File: config.mk
export PLATFORM = sky130hd
export DESIGN_NAME = strap_latch_boot_config
export DESIGN_NICKNAME = d
export VERILOG_FILES = /design/src/design/boot_cfg_pkg.sv /design/src/design/boot_cfg_if.sv /design/src/design/boot_mode_decode.sv /design/src/design/strap_latch_boot_config.sv
export VERILOG_INCLUDE_DIRS = /design/src /design/src/design
export SDC_FILE = /design/constraint.sdc
export NUM_CORES = 1
export LEC_CHECK = 0
export BUFFER_PORTS_ARGS = -buffer_cell sky130_fd_sc_hd__buf_4
export CORE_MARGIN = 8
export CORE_UTILIZATION = 39
export DETAILED_ROUTE_END_ITERATION = 10
export GPL_TIMING_DRIVEN = 0
export PLACE_DENSITY = 0.77
export SLEW_MARGIN = 20
export SYNTH_ARGS = -nofsm -noshare
export SYNTH_HDL_FRONTEND = slang
export SYNTH_SLANG_ARGS = --single-unit
File: constraint.sdc
create_clock -name aclk -period 1.19 [get_ports aclk]
set_input_delay 0.0595 -clock aclk [delete_from_list [all_inputs] [get_ports aclk]]
set_output_delay 0.0595 -clock aclk [all_outputs]
set_load 0.1 [all_outputs]
File: src/design/boot_cfg_defs.svh
// constants and register map for the boot strap capture block
`ifndef BOOT_CFG_DEFS_SVH
`define BOOT_CFG_DEFS_SVH

`define STRAP_OFS 32'h0000_0000
`define FUSE_OFS 32'h0000_0004
`define STATUS_OFS 32'h0000_0008
`define FUSE_SERIAL_LSB 0
`define FUSE_USB_LOG_BIT 2
`define FUSE_USB_DIS_BIT 3
`define FUSE_RESET 4'h0
`define STRAP_RESET 3'h4
`define STATUS_BOOT_LSB 0
`define STATUS_SERIAL_BIT 2
`define STATUS_USB_BIT 3
`define STATUS_DONE_BIT 4
`define RESP_OKAY 2'h0
`define RESP_SLVERR 2'h2
`define RESP_DECERR 2'h3

`endif

File: src/design/boot_cfg_pkg.sv
// types shared by the boot strap capture block
package boot_cfg_pkg;
    typedef enum logic [1:0] {
        boot_flash_type,
        boot_download_type,
        boot_undefined_type
    } boot_mode_type;
endpackage

File: src/design/boot_cfg_if.sv
// interface carrying latched straps and fuse fields to the decoder
`timescale 1ns/10ps
interface boot_cfg_if;
    logic [2:0] straps;
    logic [3:0] fuses;
    logic [1:0] boot_mode;
    logic serial_log_en;
    logic usb_log_en;
    modport source (output straps, output fuses, input boot_mode, input serial_log_en, input usb_log_en);
    modport decoder (input straps, input fuses, output boot_mode, output serial_log_en, output usb_log_en);
endinterface

File: src/design/boot_mode_decode.sv
// combinational decode of boot mode and log enables
`timescale 1ns/10ps
`include "boot_cfg_defs.svh"
module boot_mode_decode
    import boot_cfg_pkg::*;
(
    boot_cfg_if.decoder cfg
);
    logic [1:0] serial_field;
    logic usb_log_fuse_bit;
    logic usb_port_disable_fuse;
    boot_mode_type mode;

    // field extraction
    assign serial_field = cfg.fuses[`FUSE_SERIAL_LSB +: 2];
    assign usb_log_fuse_bit = cfg.fuses[`FUSE_USB_LOG_BIT];
    assign usb_port_disable_fuse = cfg.fuses[`FUSE_USB_DIS_BIT];

    // boot mode and log decode, purely from latched state
    always_comb
    begin
        if (cfg.straps[2])
            mode = boot_flash_type;
        else if (cfg.straps[1])
            mode = boot_download_type;
        else
            mode = boot_undefined_type;
        unique case (serial_field)
            2'h0: cfg.serial_log_en = 1'b1;
            2'h1: cfg.serial_log_en = ~cfg.straps[1];
            2'h2: cfg.serial_log_en = cfg.straps[1];
            2'h3: cfg.serial_log_en = 1'b0;
        endcase
        cfg.usb_log_en = ~usb_port_disable_fuse & ~usb_log_fuse_bit;
    end
    assign cfg.boot_mode = mode;
endmodule

File: src/design/strap_latch_boot_config.sv
// strap capture, fuse store and axi4-lite register access for boot configuration
`timescale 1ns/10ps
`include "boot_cfg_defs.svh"
module strap_latch_boot_config
    import boot_cfg_pkg::*;
(
    input wire logic aclk,
    input wire logic aresetn,
    input wire logic power_on,
    input wire logic boot_strap_first,
    input wire logic boot_strap_second,
    input wire logic boot_strap_third,
    input wire logic [3:0] fuse_program,
    input wire logic awvalid,
    output logic awready,
    input wire logic [31:0] awaddr,
    input wire logic [2:0] awprot,
    input wire logic wvalid,
    output logic wready,
    input wire logic [31:0] wdata,
    input wire logic [3:0] wstrb,
    output logic bvalid,
    input wire logic bready,
    output logic [1:0] bresp,
    input wire logic arvalid,
    output logic arready,
    input wire logic [31:0] araddr,
    input wire logic [2:0] arprot,
    output logic rvalid,
    input wire logic rready,
    output logic [31:0] rdata,
    output logic [1:0] rresp,
    output logic chip_enabled,
    output logic strap_pins_free,
    output logic [2:0] latched_straps,
    output logic [1:0] boot_mode,
    output logic serial_log_en,
    output logic usb_log_en
);
    boot_cfg_if cfg ();

    logic [2:0] pon_sync_reg, pon_sync_next;
    logic [2:0][2:0] strap_sync_reg, strap_sync_next;
    logic run_reg, run_next;
    logic [2:0] strap_reg, strap_next;
    logic captured_reg, captured_next;
    logic [3:0] fuse_reg, fuse_next;
    logic run;
    logic aw_held_reg, aw_held_next;
    logic w_held_reg, w_held_next;
    logic [31:0] awaddr_reg, awaddr_next;
    logic [31:0] wdata_reg, wdata_next;
    logic [3:0] wstrb_reg, wstrb_next;
    logic bvalid_reg, bvalid_next;
    logic [1:0] bresp_reg, bresp_next;
    logic rvalid_reg, rvalid_next;
    logic [31:0] rdata_reg, rdata_next;
    logic [1:0] rresp_reg, rresp_next;
    logic [31:0] status_word;

    // power_on passes three flops, a level counts once stages two and three agree
    assign run = run_next;

    // power-on and strap synchronisers; a one-cycle glitch on power_on cannot drop the chip
    always_comb
    begin
        pon_sync_next = {pon_sync_reg[1:0], power_on};
        strap_sync_next = {strap_sync_reg[1:0], boot_strap_third, boot_strap_second, boot_strap_first};
        run_next = (pon_sync_reg[1] == pon_sync_reg[2]) ? pon_sync_reg[2] : run_reg;
    end

    always_ff @(posedge aclk)
    begin
        if (!aresetn)
        begin
            pon_sync_reg <= 3'h0;
            strap_sync_reg <= 9'h000;
            run_reg <= 1'b0;
        end
        else
        begin
            pon_sync_reg <= pon_sync_next;
            strap_sync_reg <= strap_sync_next;
            run_reg <= run_next;
        end
    end

    // strap capture and fuse store
    always_comb
    begin
        strap_next = strap_reg;
        captured_next = captured_reg;
        fuse_next = fuse_reg;
        if (!run)
        begin
            // power-down drops the latches, ready for the next capture
            strap_next = `STRAP_RESET;
            captured_next = 1'b0;
        end
        else if (!captured_reg && strap_sync_reg[1] == strap_sync_reg[2])
        begin
            // sampled only after power_on is seen high, and once the strap stages agree
            strap_next = strap_sync_reg[2];
            captured_next = 1'b1;
        end
        fuse_next = fuse_reg | fuse_program;
    end

    // fuses survive power_on loss; only aresetn models a blank part
    always_ff @(posedge aclk)
    begin
        if (!aresetn)
        begin
            // third strap pulled up by default
            strap_reg <= `STRAP_RESET;
            captured_reg <= 1'b0;
            fuse_reg <= `FUSE_RESET;
        end
        else
        begin
            strap_reg <= strap_next;
            captured_reg <= captured_next;
            fuse_reg <= fuse_next;
        end
    end

    assign cfg.straps = strap_reg;
    assign cfg.fuses = fuse_reg;
    boot_mode_decode u_decode (
        .cfg(cfg)
    );

    // no bus path writes the latches; decoded outputs gated by captured_reg
    assign chip_enabled = run;
    // pins released once the capture has happened
    assign strap_pins_free = captured_reg;
    assign latched_straps = strap_reg;
    assign boot_mode = captured_reg ? cfg.boot_mode : 2'h0;
    assign serial_log_en = captured_reg & cfg.serial_log_en;
    assign usb_log_en = captured_reg & cfg.usb_log_en;

    assign status_word = {27'h000_0000, captured_reg, usb_log_en, serial_log_en, boot_mode};

    // axi write path: address and data in either order, response after both
    always_comb
    begin
        aw_held_next = aw_held_reg;
        w_held_next = w_held_reg;
        awaddr_next = awaddr_reg;
        wdata_next = wdata_reg;
        wstrb_next = wstrb_reg;
        bvalid_next = bvalid_reg;
        bresp_next = bresp_reg;
        if (awvalid && awready)
        begin
            aw_held_next = 1'b1;
            awaddr_next = awaddr;
        end
        if (wvalid && wready)
        begin
            w_held_next = 1'b1;
            wdata_next = wdata;
            wstrb_next = wstrb;
        end
        if (aw_held_reg && w_held_reg && !bvalid_reg)
        begin
            aw_held_next = 1'b0;
            w_held_next = 1'b0;
            bvalid_next = 1'b1;
            // every register is read-only; mapped writes are refused
            unique case (awaddr_reg)
                `STRAP_OFS, `FUSE_OFS, `STATUS_OFS: bresp_next = `RESP_SLVERR;
                default: bresp_next = `RESP_DECERR;
            endcase
        end
        if (bvalid_reg && bready)
            bvalid_next = 1'b0;
    end

    assign awready = !aw_held_reg && !bvalid_reg;
    assign wready = !w_held_reg && !bvalid_reg;
    assign bvalid = bvalid_reg;
    assign bresp = bresp_reg;

    always_ff @(posedge aclk)
    begin
        if (!aresetn)
        begin
            aw_held_reg <= 1'b0;
            w_held_reg <= 1'b0;
            awaddr_reg <= 32'h0000_0000;
            wdata_reg <= 32'h0000_0000;
            wstrb_reg <= 4'h0;
            bvalid_reg <= 1'b0;
            bresp_reg <= `RESP_OKAY;
        end
        else
        begin
            aw_held_reg <= aw_held_next;
            w_held_reg <= w_held_next;
            awaddr_reg <= awaddr_next;
            wdata_reg <= wdata_next;
            wstrb_reg <= wstrb_next;
            bvalid_reg <= bvalid_next;
            bresp_reg <= bresp_next;
        end
    end

    // axi read path, one cycle after the address is taken
    always_comb
    begin
        rvalid_next = rvalid_reg;
        rdata_next = rdata_reg;
        rresp_next = rresp_reg;
        if (arvalid && arready)
        begin
            rvalid_next = 1'b1;
            rresp_next = `RESP_OKAY;
            unique case (araddr)
                `STRAP_OFS: rdata_next = {29'h000_0000, strap_reg};
                `FUSE_OFS: rdata_next = {28'h000_0000, fuse_reg};
                `STATUS_OFS: rdata_next = status_word;
                default:
                begin
                    rdata_next = 32'h0000_0000;
                    rresp_next = `RESP_DECERR;
                end
            endcase
        end
        else if (rvalid_reg && rready)
            rvalid_next = 1'b0;
    end

    assign arready = !rvalid_reg;
    assign rvalid = rvalid_reg;
    assign rdata = rdata_reg;
    assign rresp = rresp_reg;

    always_ff @(posedge aclk)
    begin
        if (!aresetn)
        begin
            rvalid_reg <= 1'b0;
            rdata_reg <= 32'h0000_0000;
            rresp_reg <= `RESP_OKAY;
        end
        else
        begin
            rvalid_reg <= rvalid_next;
            rdata_reg <= rdata_next;
            rresp_reg <= rresp_next;
        end
    end

    // checks
    strap_hold_a: assert property (@(posedge aclk) disable iff (!aresetn)
        captured_reg && run |=> strap_reg == $past(strap_reg)) else $error("strap latch changed");
    capture_once_a: assert property (@(posedge aclk) disable iff (!aresetn)
        run && !captured_reg && strap_sync_reg[1] == strap_sync_reg[2] |=> captured_reg &&
        strap_reg == $past({boot_strap_third, boot_strap_second, boot_strap_first}, 4)) else $error("capture missed");
    no_early_capture_a: assert property (@(posedge aclk) disable iff (!aresetn)
        !run |=> !captured_reg) else $error("captured while off");
    fuse_sticky_a: assert property (@(posedge aclk) disable iff (!aresetn)
        $past(aresetn) |-> ($past(fuse_reg) & ~fuse_reg) == 4'h0) else $error("fuse bit cleared");
    pins_free_a: assert property (@(posedge aclk) disable iff (!aresetn)
        strap_pins_free |-> $past(run)) else $error("pins freed while off");
    enable_follow_a: assert property (@(posedge aclk) disable iff (!aresetn)
        power_on [*3] |=> chip_enabled) else $error("enable not following");
    flash_mode_a: assert property (@(posedge aclk) disable iff (!aresetn)
        captured_reg && strap_reg[2] |-> boot_mode == boot_flash_type) else $error("flash boot");
    serial_off_a: assert property (@(posedge aclk) disable iff (!aresetn)
        fuse_reg[1:0] == 2'h3 |-> !serial_log_en) else $error("serial log on");
    usb_log_a: assert property (@(posedge aclk) disable iff (!aresetn)
        captured_reg |-> usb_log_en == (fuse_reg[3:2] == 2'h0)) else $error("usb log wrong");
    write_block_a: assert property (@(posedge aclk) disable iff (!aresetn)
        bvalid && !$past(bvalid) |-> bresp != `RESP_OKAY) else $error("write accepted");
    cover_capture: cover property (@(posedge aclk) run && !captured_reg ##1 captured_reg);
    cover_download: cover property (@(posedge aclk) boot_mode == boot_download_type);
    cover_write: cover property (@(posedge aclk) bvalid && bready);
    cover_read: cover property (@(posedge aclk) rvalid && rready);
endmodule

; ---- Word-level counts from Yosys, hierarchy flattened
; Cells that the tools add are included.
[word_totals]
ff_bits = 93
word_cells = 67
out_inout_bits = 50
[classes]
n_mux = 10
bitwise_logic = 8
reduce_logical = 24
eq_ne = 9
[op_table]
columns = operator, count
row1 = "32-bit by 3-bit == test with 1-bit output, second input constant", 2
row2 = "32-bit by 4-bit == test with 1-bit output, second input constant", 2
row3 = 32-bit logical NOT, 2
row4 = 5-bit one-hot mux with 3 select lines, 1
row5 = 1-bit logical AND, 10
row6 = 2-bit two-way mux, 4
row7 = 3-bit OR reduction, 2
row8 = 1-bit logical NOT, 5
row9 = "2-bit == test, second input constant", 2
row10 = 1-bit two-way mux, 4
row11 = 1-bit NOT, 4
row12 = 4-bit bitwise OR, 1
row13 = 1-bit one-hot mux with 4 select lines, 1
row14 = 2-bit OR reduction, 2
row15 = 1-bit AND, 3
row16 = 3-bit == test, 1
row17 = "2-bit by 1-bit == test with 1-bit output, second input constant", 1
row18 = 2-bit logical NOT, 1
row19 = 2-bit AND reduction, 1
row20 = 2-bit nonzero test, 1
row21 = 1-bit == test, 1

; ---- Depth between registers and ports, before layout
; Gate-level depths: netlist of run 1.
[depth]
word_depth = 4
depth_mapped = 6

; ---- By module
; Synthesis of run 1 repeated with hierarchy kept, for this count alone.
[unflattened]
cells_unflattened = 336
hier_area_um2 = 2720.1
[modules_own_cells]
columns = module, cells_each, n_inst, area_each_um2
row1 = strap_latch_boot_config, 332, 1, 2693.8
row2 = boot_mode_decode, 4, 1, 26.3

; ---- Least setup slack after synthesis of run 1
; No wires, ideal clock.
[synth_path]
kind = register to register
from = register captured_reg (netlist: strap_pins_free)
to = register rdata_reg[3] (netlist: rdata[3])
stages_incl_launch_ff = 4
t_required_ns = 1.097
arrival_time_ns = 3.865
setup_time_ns = 0.093
n_path_buf = 0
slack_ns = -2.768
cell_sequence = dfxtp_1 > nor3b_1 > a22oi_1 > o31ai_1
[synth_between]
elab_chain_len = 2
[synth_lines]
columns = item, line
row1 = start: declaration, strap_latch_boot_config.sv:46  ; logic captured_reg, captured_next;
row2 = start signal: assignment, strap_latch_boot_config.sv:122  ; captured_reg <= captured_next;
row3 = 1-bit AND, strap_latch_boot_config.sv:140  ; assign usb_log_en = captured_reg & cfg.usb_log_en;
row4 = named net usb_log_en, strap_latch_boot_config.sv:38  ; output logic usb_log_en
row5 = 5-bit one-hot mux with 3 select lines, strap_latch_boot_config.sv:219  ; unique case (araddr)
row6 = end signal: assignment, strap_latch_boot_config.sv:250  ; rdata_reg <= rdata_next;
row7 = end: declaration, strap_latch_boot_config.sv:57  ; logic [31:0] rdata_reg, rdata_next;
; The timed path passes the listed nets, and every way through them passes these cells.
; A chain may end at the register's enable or synchronous reset.

; ---- Worst setup path in the final report of run 1
[layout_path]
from = register strap_sync_reg[8] (netlist name)
to = register strap_reg[2] (netlist: latched_straps[2])
[layout_between]
elab_chain_len = 2
[layout_lines]
columns = item, line
row1 = start: declaration, strap_latch_boot_config.sv:43  ; logic [2:0][2:0] strap_sync_reg, strap_sync_next;
row2 = start signal: assignment, strap_latch_boot_config.sv:83  ; strap_sync_reg <= strap_sync_next;
row3 = 3-bit == test, strap_latch_boot_config.sv:100  ; else if (!captured_reg && strap_sync_reg[1] == strap_sync_reg[2])
row4 = 1-bit logical AND, strap_latch_boot_config.sv:100
row5 = end signal: assignment, strap_latch_boot_config.sv:115  ; strap_reg <= `STRAP_RESET;
row6 = end signal: assignment, strap_latch_boot_config.sv:121  ; strap_reg <= strap_next;
row7 = end: declaration, strap_latch_boot_config.sv:45  ; logic [2:0] strap_reg, strap_next;
; Several ways; a longest one is shown, not always the timed one.

==> results.json, run 1 <==
{
  "status": "complete, but fails checks",
  "violations": "setup timing",
  "critical_path_class": "reg2reg",
  "htree_levels": 3,
  "cts.sinks": 65,
  "totalWireLength_um": 8900,
  "grt_max_degree": 11,
  "grt_pass1_wl_um": 13400,
  "synth_edf_count": 0,
  "viasPerCell": 4.58,
  "ios": 171,
  "cp.arrival_ns": 1.59,
  "async_flop_share_pct": 0,
  "final_core_utilization_pct": 72.8,
  "hold_viol_final": 0,
  "cp.buffers_inverters": 0,
  "num_antenna_cells": 0,
  "layout_min_cycle_time_ns": 1.37,
  "port_buffers": 101,
  "grt.overflow.total": 0,
  "wl_met1_um": 3280,
  "worst_path_max_delay_cell": "or4_4",
  "fin_worst_skew_ns": 0.00693,
  "dr_wl_met2_um": 5020,
  "num-nets-final": 635,
  "numCtsBuffers": 9,
  "drc": 0,
  "yosysMostFrequentCell": "nand2_1",
  "drt-pass1-iter-count": 4,
  "fmaxAchievable_ghz": 0.729,
  "rsz0062_at_grt": "true",
  "die_x_um": 100,
  "num_vias": 2813,
  "top_layer": "met4",
  "cp_num_cells": 4,
  "dieArea_um2": 10100,
  "ant_nets": 0,
  "critPathMaxStageDelay_ns": 0.55,
  "fin_crit_sh_pct": 115,
  "powerDensity_nw_per_um2": 1140,
  "tritoncts": "built",
  "worstSkewPairLatency_ns": 0.34,
  "grt_pass1_vias": 2830,
  "multi_input_area_um2": 1550,
  "drv_slew": 0,
  "crit_required_ns": 1.41,
  "antenna_found_initial": 0,
  "clk_pin_slew_ns": 0.07,
  "p_leak_nw": 2.23,
  "worstHoldPathType": "in2reg",
  "coreArea_um2": 6830,
  "synth.area.top_cells": "dfxtp_1, nand2_1, buf_4",
  "seq_area_um2": 1330,
  "crit_chain": "xor2_1, or4_4, o21ai_2, nand3_1",
  "synth_top_area_cell": "dfxtp_1",
  "peakVddDrop_mv": 0.736,
  "synth_warnings": 0,
  "track_usage_pct": 16.8,
  "synth_top_area_share_pct": 46.8,
  "path_max_fanout": 3,
  "start_kind": "flip-flop",
  "ys_seq_area_share_pct": 46.8,
  "met3_length_um": 568,
  "pre_cts_ws_ns": -0.228,
  "largest_reg_flops": 32,
  "ys_ff_latch": 65,
  "rr_worst_depth": 4,
  "crit_path_end_kind": "flip-flop",
  "holdPathStages": 3,
  "dieHeight_um": 100,
  "clock_path_buffers": 2,
  "syn_inst": 316,
  "nFillCells": 507,
  "synth_common_cells": "nand2_1, dfxtp_1, buf_4, a21boi_1, and2_1",
  "report.power.total_mw": 5.68,
  "gp_congestion": 0.823,
  "start_util_pct": 40.7,
  "finalSetupViolCount": 16,
  "dp_hpwl_um": 5770,
  "cts-root-buf": "clkbuf_8",
  "fin_ws_ns": -0.182,
  "yosysUniqueCellTypes": 40,
  "syn_avg_cell_area_um2": 8.80,
  "area_growth_pct": 78.8,
  "max_cap_violations": 0,
  "synth_area_um2": 2780,
  "layout-drive-gt1-share_pct": 44.4,
  "placementRows": 30,
  "path_delay_family": "simple AND/OR/NAND/NOR gates",
  "ys.flop_type": "dfxtp_1",
  "first_iter_violations": 72,
  "wl_per_cell_um": 14.5
}
[layer usage]
metal  up-vias  GRT usage (%)
met5         -              0
met4         0           4.53
met3         5           6.23
met2        82           32.7
met1      1304           16.1
li1       1422              -
[cell families (layout without fill, tap and decap cells)]
logic type	Yosys count	count (layout)	synth area share, %
AOI/OAI and AO/OA	62	62	15.8
buffers and inverters	44	220	9.90
adders and majority gates	1	1	0.360
and+or+nand+nor	139	139	25.7
muxes	2	2	0.720
other	1	27	0.135
DFF	65	65	46.8
xor gates and xnor gates	2	2	0.630
[path summary, 6_finish.rpt]
kind / from / endpoint / slack [ns]
worst max-delay path: strap_sync_reg[8] / latched_straps[2] / -0.18
worst min-delay path: bready / bvalid / 0.03
worst max register to register: strap_sync_reg[8] / latched_straps[2] / -0.18
worst min register to register: strap_sync_next[4] / strap_sync_next[7] / 0.43
[timing repair]
action / in CTS / in global routing
cloned: 1 / 2
hold buffers: 43 / 0
endpoints found under the setup margin: 40 / 46
setup buffers: 11 / 5
hold endpoints to repair: 42 / 0
pin swaps: 17 / 35
gates resized for setup: 40 / 50
[through the flow]
stage	hold slack, ns	cells	instance area, um2	TNS (ns)
global route	0.0351	614	4970	-3.19
floorplan	0.170	342	3010	-19.93
global placement	0.255	539	3880	-2.93
finish	0.0349	614	4970	-1.40
detailed placement	0.260	539	3880	-3.75
CTS	0.0225	608	4720	-1.45
[placed cells by master, fill, tap and decap left out, types with 4 or more instances in the layout]
master,n
a21boi_1,27
a21boi_2,5
a21oi_1,7
and2_1,12
buf_12,7
buf_4,129
buf_6,9
clkbuf_1,8
clkbuf_8,10
conb_1,27
dfxtp_1,52
dfxtp_2,7
dfxtp_4,6
dlygate4sd3_1,43
nand2_1,61
nand2_2,4
nand2_4,10
nand4_1,4
nor2_1,4
nor2b_1,5
nor4_1,8
nor4_2,5
o21a_1,5
[cell type report]
type	instances	area share (%)
Multi-Input combinational cell	233	31.2
Timing Repair Buffer	162	29.9
Clock buffer	12	3.15
Buffer	40	5.99
Tap cell	96	2.42
Inverter	3	0.302
Clock inverter	3	0.302
Sequential cell	65	26.8
[worst min-delay path: cells and delay by family]
kind                   cells  cell delay, ns
buffers and inverters      1            0.08
AND/OR/NAND/NOR            1            0.10
AO/OA/AOI/OAI              1            0.09
[where the power goes]
| part | switching (mW) | total, mW | internal (mW) |
|---|---|---|---|
| clock network | 0.800 | 1.66 | 0.862 |
| logic | 0.968 | 1.64 | 0.672 |
| registers | 0.0880 | 2.38 | 2.29 |
Power figures use the tool's default switching activity.
==> inputs of run 2 (changes only) <==
--- a/config.mk
+++ b/config.mk
@@ -9,9 +9,11 @@
 export BUFFER_PORTS_ARGS = -buffer_cell sky130_fd_sc_hd__buf_4
 export CORE_MARGIN = 8
 export CORE_UTILIZATION = 39
+export CTS_CLUSTER_DIAMETER = 150
 export DETAILED_ROUTE_END_ITERATION = 10
 export GPL_TIMING_DRIVEN = 0
 export PLACE_DENSITY = 0.77
+export RECOVER_POWER = 50
 export SLEW_MARGIN = 20
 export SYNTH_ARGS = -nofsm -noshare
 export SYNTH_HDL_FRONTEND = slang
==> results.json, run 2 (synthesis gave the netlist of run 1 again) <==
{
  "worstSkewPairLatency_ns": 0.34,
  "status": "complete, but fails checks",
  "crit_chain": "xor2_1, or4_4, o21ai_2, nand3_1",
  "ant_nets": 0,
  "layout_common_cells": "buf_4, nand2_1, dfxtp_1",
  "critical_path_class": "reg2reg",
  "wl_per_cell_um": 14.5,
  "worstHoldPathType": "in2reg",
  "num_antenna_cells": 0,
  "min-delay-start": "bready",
  "instances_no_fill": 614,
  "final_area_um2": 4970,
  "coreArea_um2": 6830,
  "fin_crit_sh_pct": 115,
  "rsz0062_at_grt": "true",
  "drt-pass1-iter-count": 6,
  "num_vias": 2820,
  "port_buffers": 101,
  "dp_hpwl_um": 5770,
  "start_util_pct": 40.7,
  "dieHeight_um": 100,
  "clk_pin_slew_ns": 0.07,
  "die_x_um": 100,
  "cp.arrival_ns": 1.59,
  "path_delay_family": "simple AND/OR/NAND/NOR gates",
  "finalSetupViolCount": 17,
  "grt.overflow.total": 0,
  "antenna_found_initial": 0,
  "first_iter_violations": 72,
  "start_kind": "flip-flop",
  "htree_levels": 3,
  "worst_path_max_delay_cell": "or4_4",
  "placementRows": 30,
  "tritoncts": "built",
  "fin_worst_skew_ns": 0.00692,
  "p_leak_nw": 2.23,
  "area_growth_pct": 78.8,
  "peakVddDrop_mv": 0.736,
  "fin_ws_ns": -0.182,
  "totalNegativeSetupSlack_ns": -1.41,
  "layout_min_cycle_time_ns": 1.37,
  "holdPathStages": 3,
  "final_common_cell": "buf_4",
  "r2r_start": "strap_sync_reg[8]",
  "numCtsBuffers": 9,
  "drc": 0,
  "dieArea_um2": 10100,
  "grt_pass1_wl_um": 13400,
  "r2r_setup_slack_ns": -0.18,
  "fmaxAchievable_ghz": 0.729,
  "powerDensity_nw_per_um2": 1140,
  "layout-drive-gt1-share_pct": 44.4,
  "viasPerCell": 4.59,
  "report.power.total_mw": 5.68,
  "crit_required_ns": 1.41,
  "track_usage_pct": 16.8,
  "drv_slew": 0,
  "critPathMaxStageDelay_ns": 0.55,
  "grt_pass1_vias": 2830,
  "dp.cells": 539,
  "violations": "setup timing",
  "hold_end": "bvalid",
  "largest_reg_flops": 32,
  "rr_worst_depth": 4,
  "dpl_cell_area_um2": 3880,
  "max_cap_violations": 0,
  "ios": 171,
  "path_max_fanout": 3,
  "cp.buffers_inverters": 0,
  "hold_viol_final": 0,
  "gp_congestion": 0.823,
  "cts-root-buf": "clkbuf_8",
  "cts.sinks": 65,
  "grt_max_degree": 11,
  "totalWireLength_um": 8890,
  "worstReg2RegEnd": "latched_straps[2]",
  "crit_path_end_kind": "flip-flop",
  "num-nets-final": 635,
  "clock_path_buffers": 2
}
-- run 2: cell types whose count changed in the layout (fill, tap and decap cells not counted) --
cell,delta
and2_0,+2
and2_1,-2
-- run 2: cell type report --
cell class,instances,area [um2]
Timing Repair Buffer,162,1480
Sequential cell,65,1330
Inverter,3,15.0
Buffer,40,298
Clock inverter,3,15.0
Clock buffer,12,156
Tap cell,96,120
Fill cell,507,1860
Multi-Input combinational cell,233,1550
-- run 2: metal layers --
layer / vias up / global-route usage, % / share of wire, % / wire, um
met2: 89 / 32.7 / 56 / 5020
met4: 0 / 4.53 / 0.34 / 30
li1: 1422 / - / - / -
met5: - / 0 / 0 / 0
met1: 1304 / 16.1 / 36 / 3240
met3: 5 / 6.23 / 6.8 / 607
-- run 2: worst register-to-register path, cell delays in order (launching register included) --
cell and delay [ns]:
dfxtp_2 0.33, xor2_1 0.17, or4_4 0.55, o21ai_2 0.12
nand3_1 0.08
-- run 2: worst max-delay path by stage --
| stage | startpoint | to | cells after the start |
|---|---|---|---|
| floorplan | strap_pins_free | rdata[3] | 3 |
| global placement | strap_sync_reg[8] | latched_straps[2] | 4 |
| detailed placement | rvalid | rdata[0] | 4 |
| CTS | strap_sync_reg[8] | latched_straps[1] | 4 |
| global route | strap_sync_reg[8] | latched_straps[2] | 4 |
| finish | strap_sync_reg[8] | latched_straps[2] | 4 |
-- run 2: metrics by stage --
step	setup WS, ns	hold slack (ns)	utilization (%)
detailed placement	-0.228	0.260	56.8
CTS	-0.180	0.0225	69.0
global route	-0.237	0.0351	72.8
floorplan	-0.731	0.170	-
global placement	-0.156	0.255	56.8
finish	-0.182	0.0348	72.8
-- run 2: power breakdown --
part	switching, mW	internal (mW)	total [mW]
combinational	0.968	0.672	1.64
clock	0.799	0.862	1.66
sequential	0.0879	2.29	2.38
total	1.85	3.83	5.68
-- run 2: timing repair --
| action | in CTS | in global routing |
|---|---|---|
| setup buffers | 11 | 5 |
| cloned | 1 | 2 |
| hold buffers | 43 | 0 |
| endpoints found under the setup margin | 40 | 46 |
| hold endpoints to repair | 42 | 0 |
| gates resized for setup | 40 | 50 |
| pin swaps | 17 | 35 |
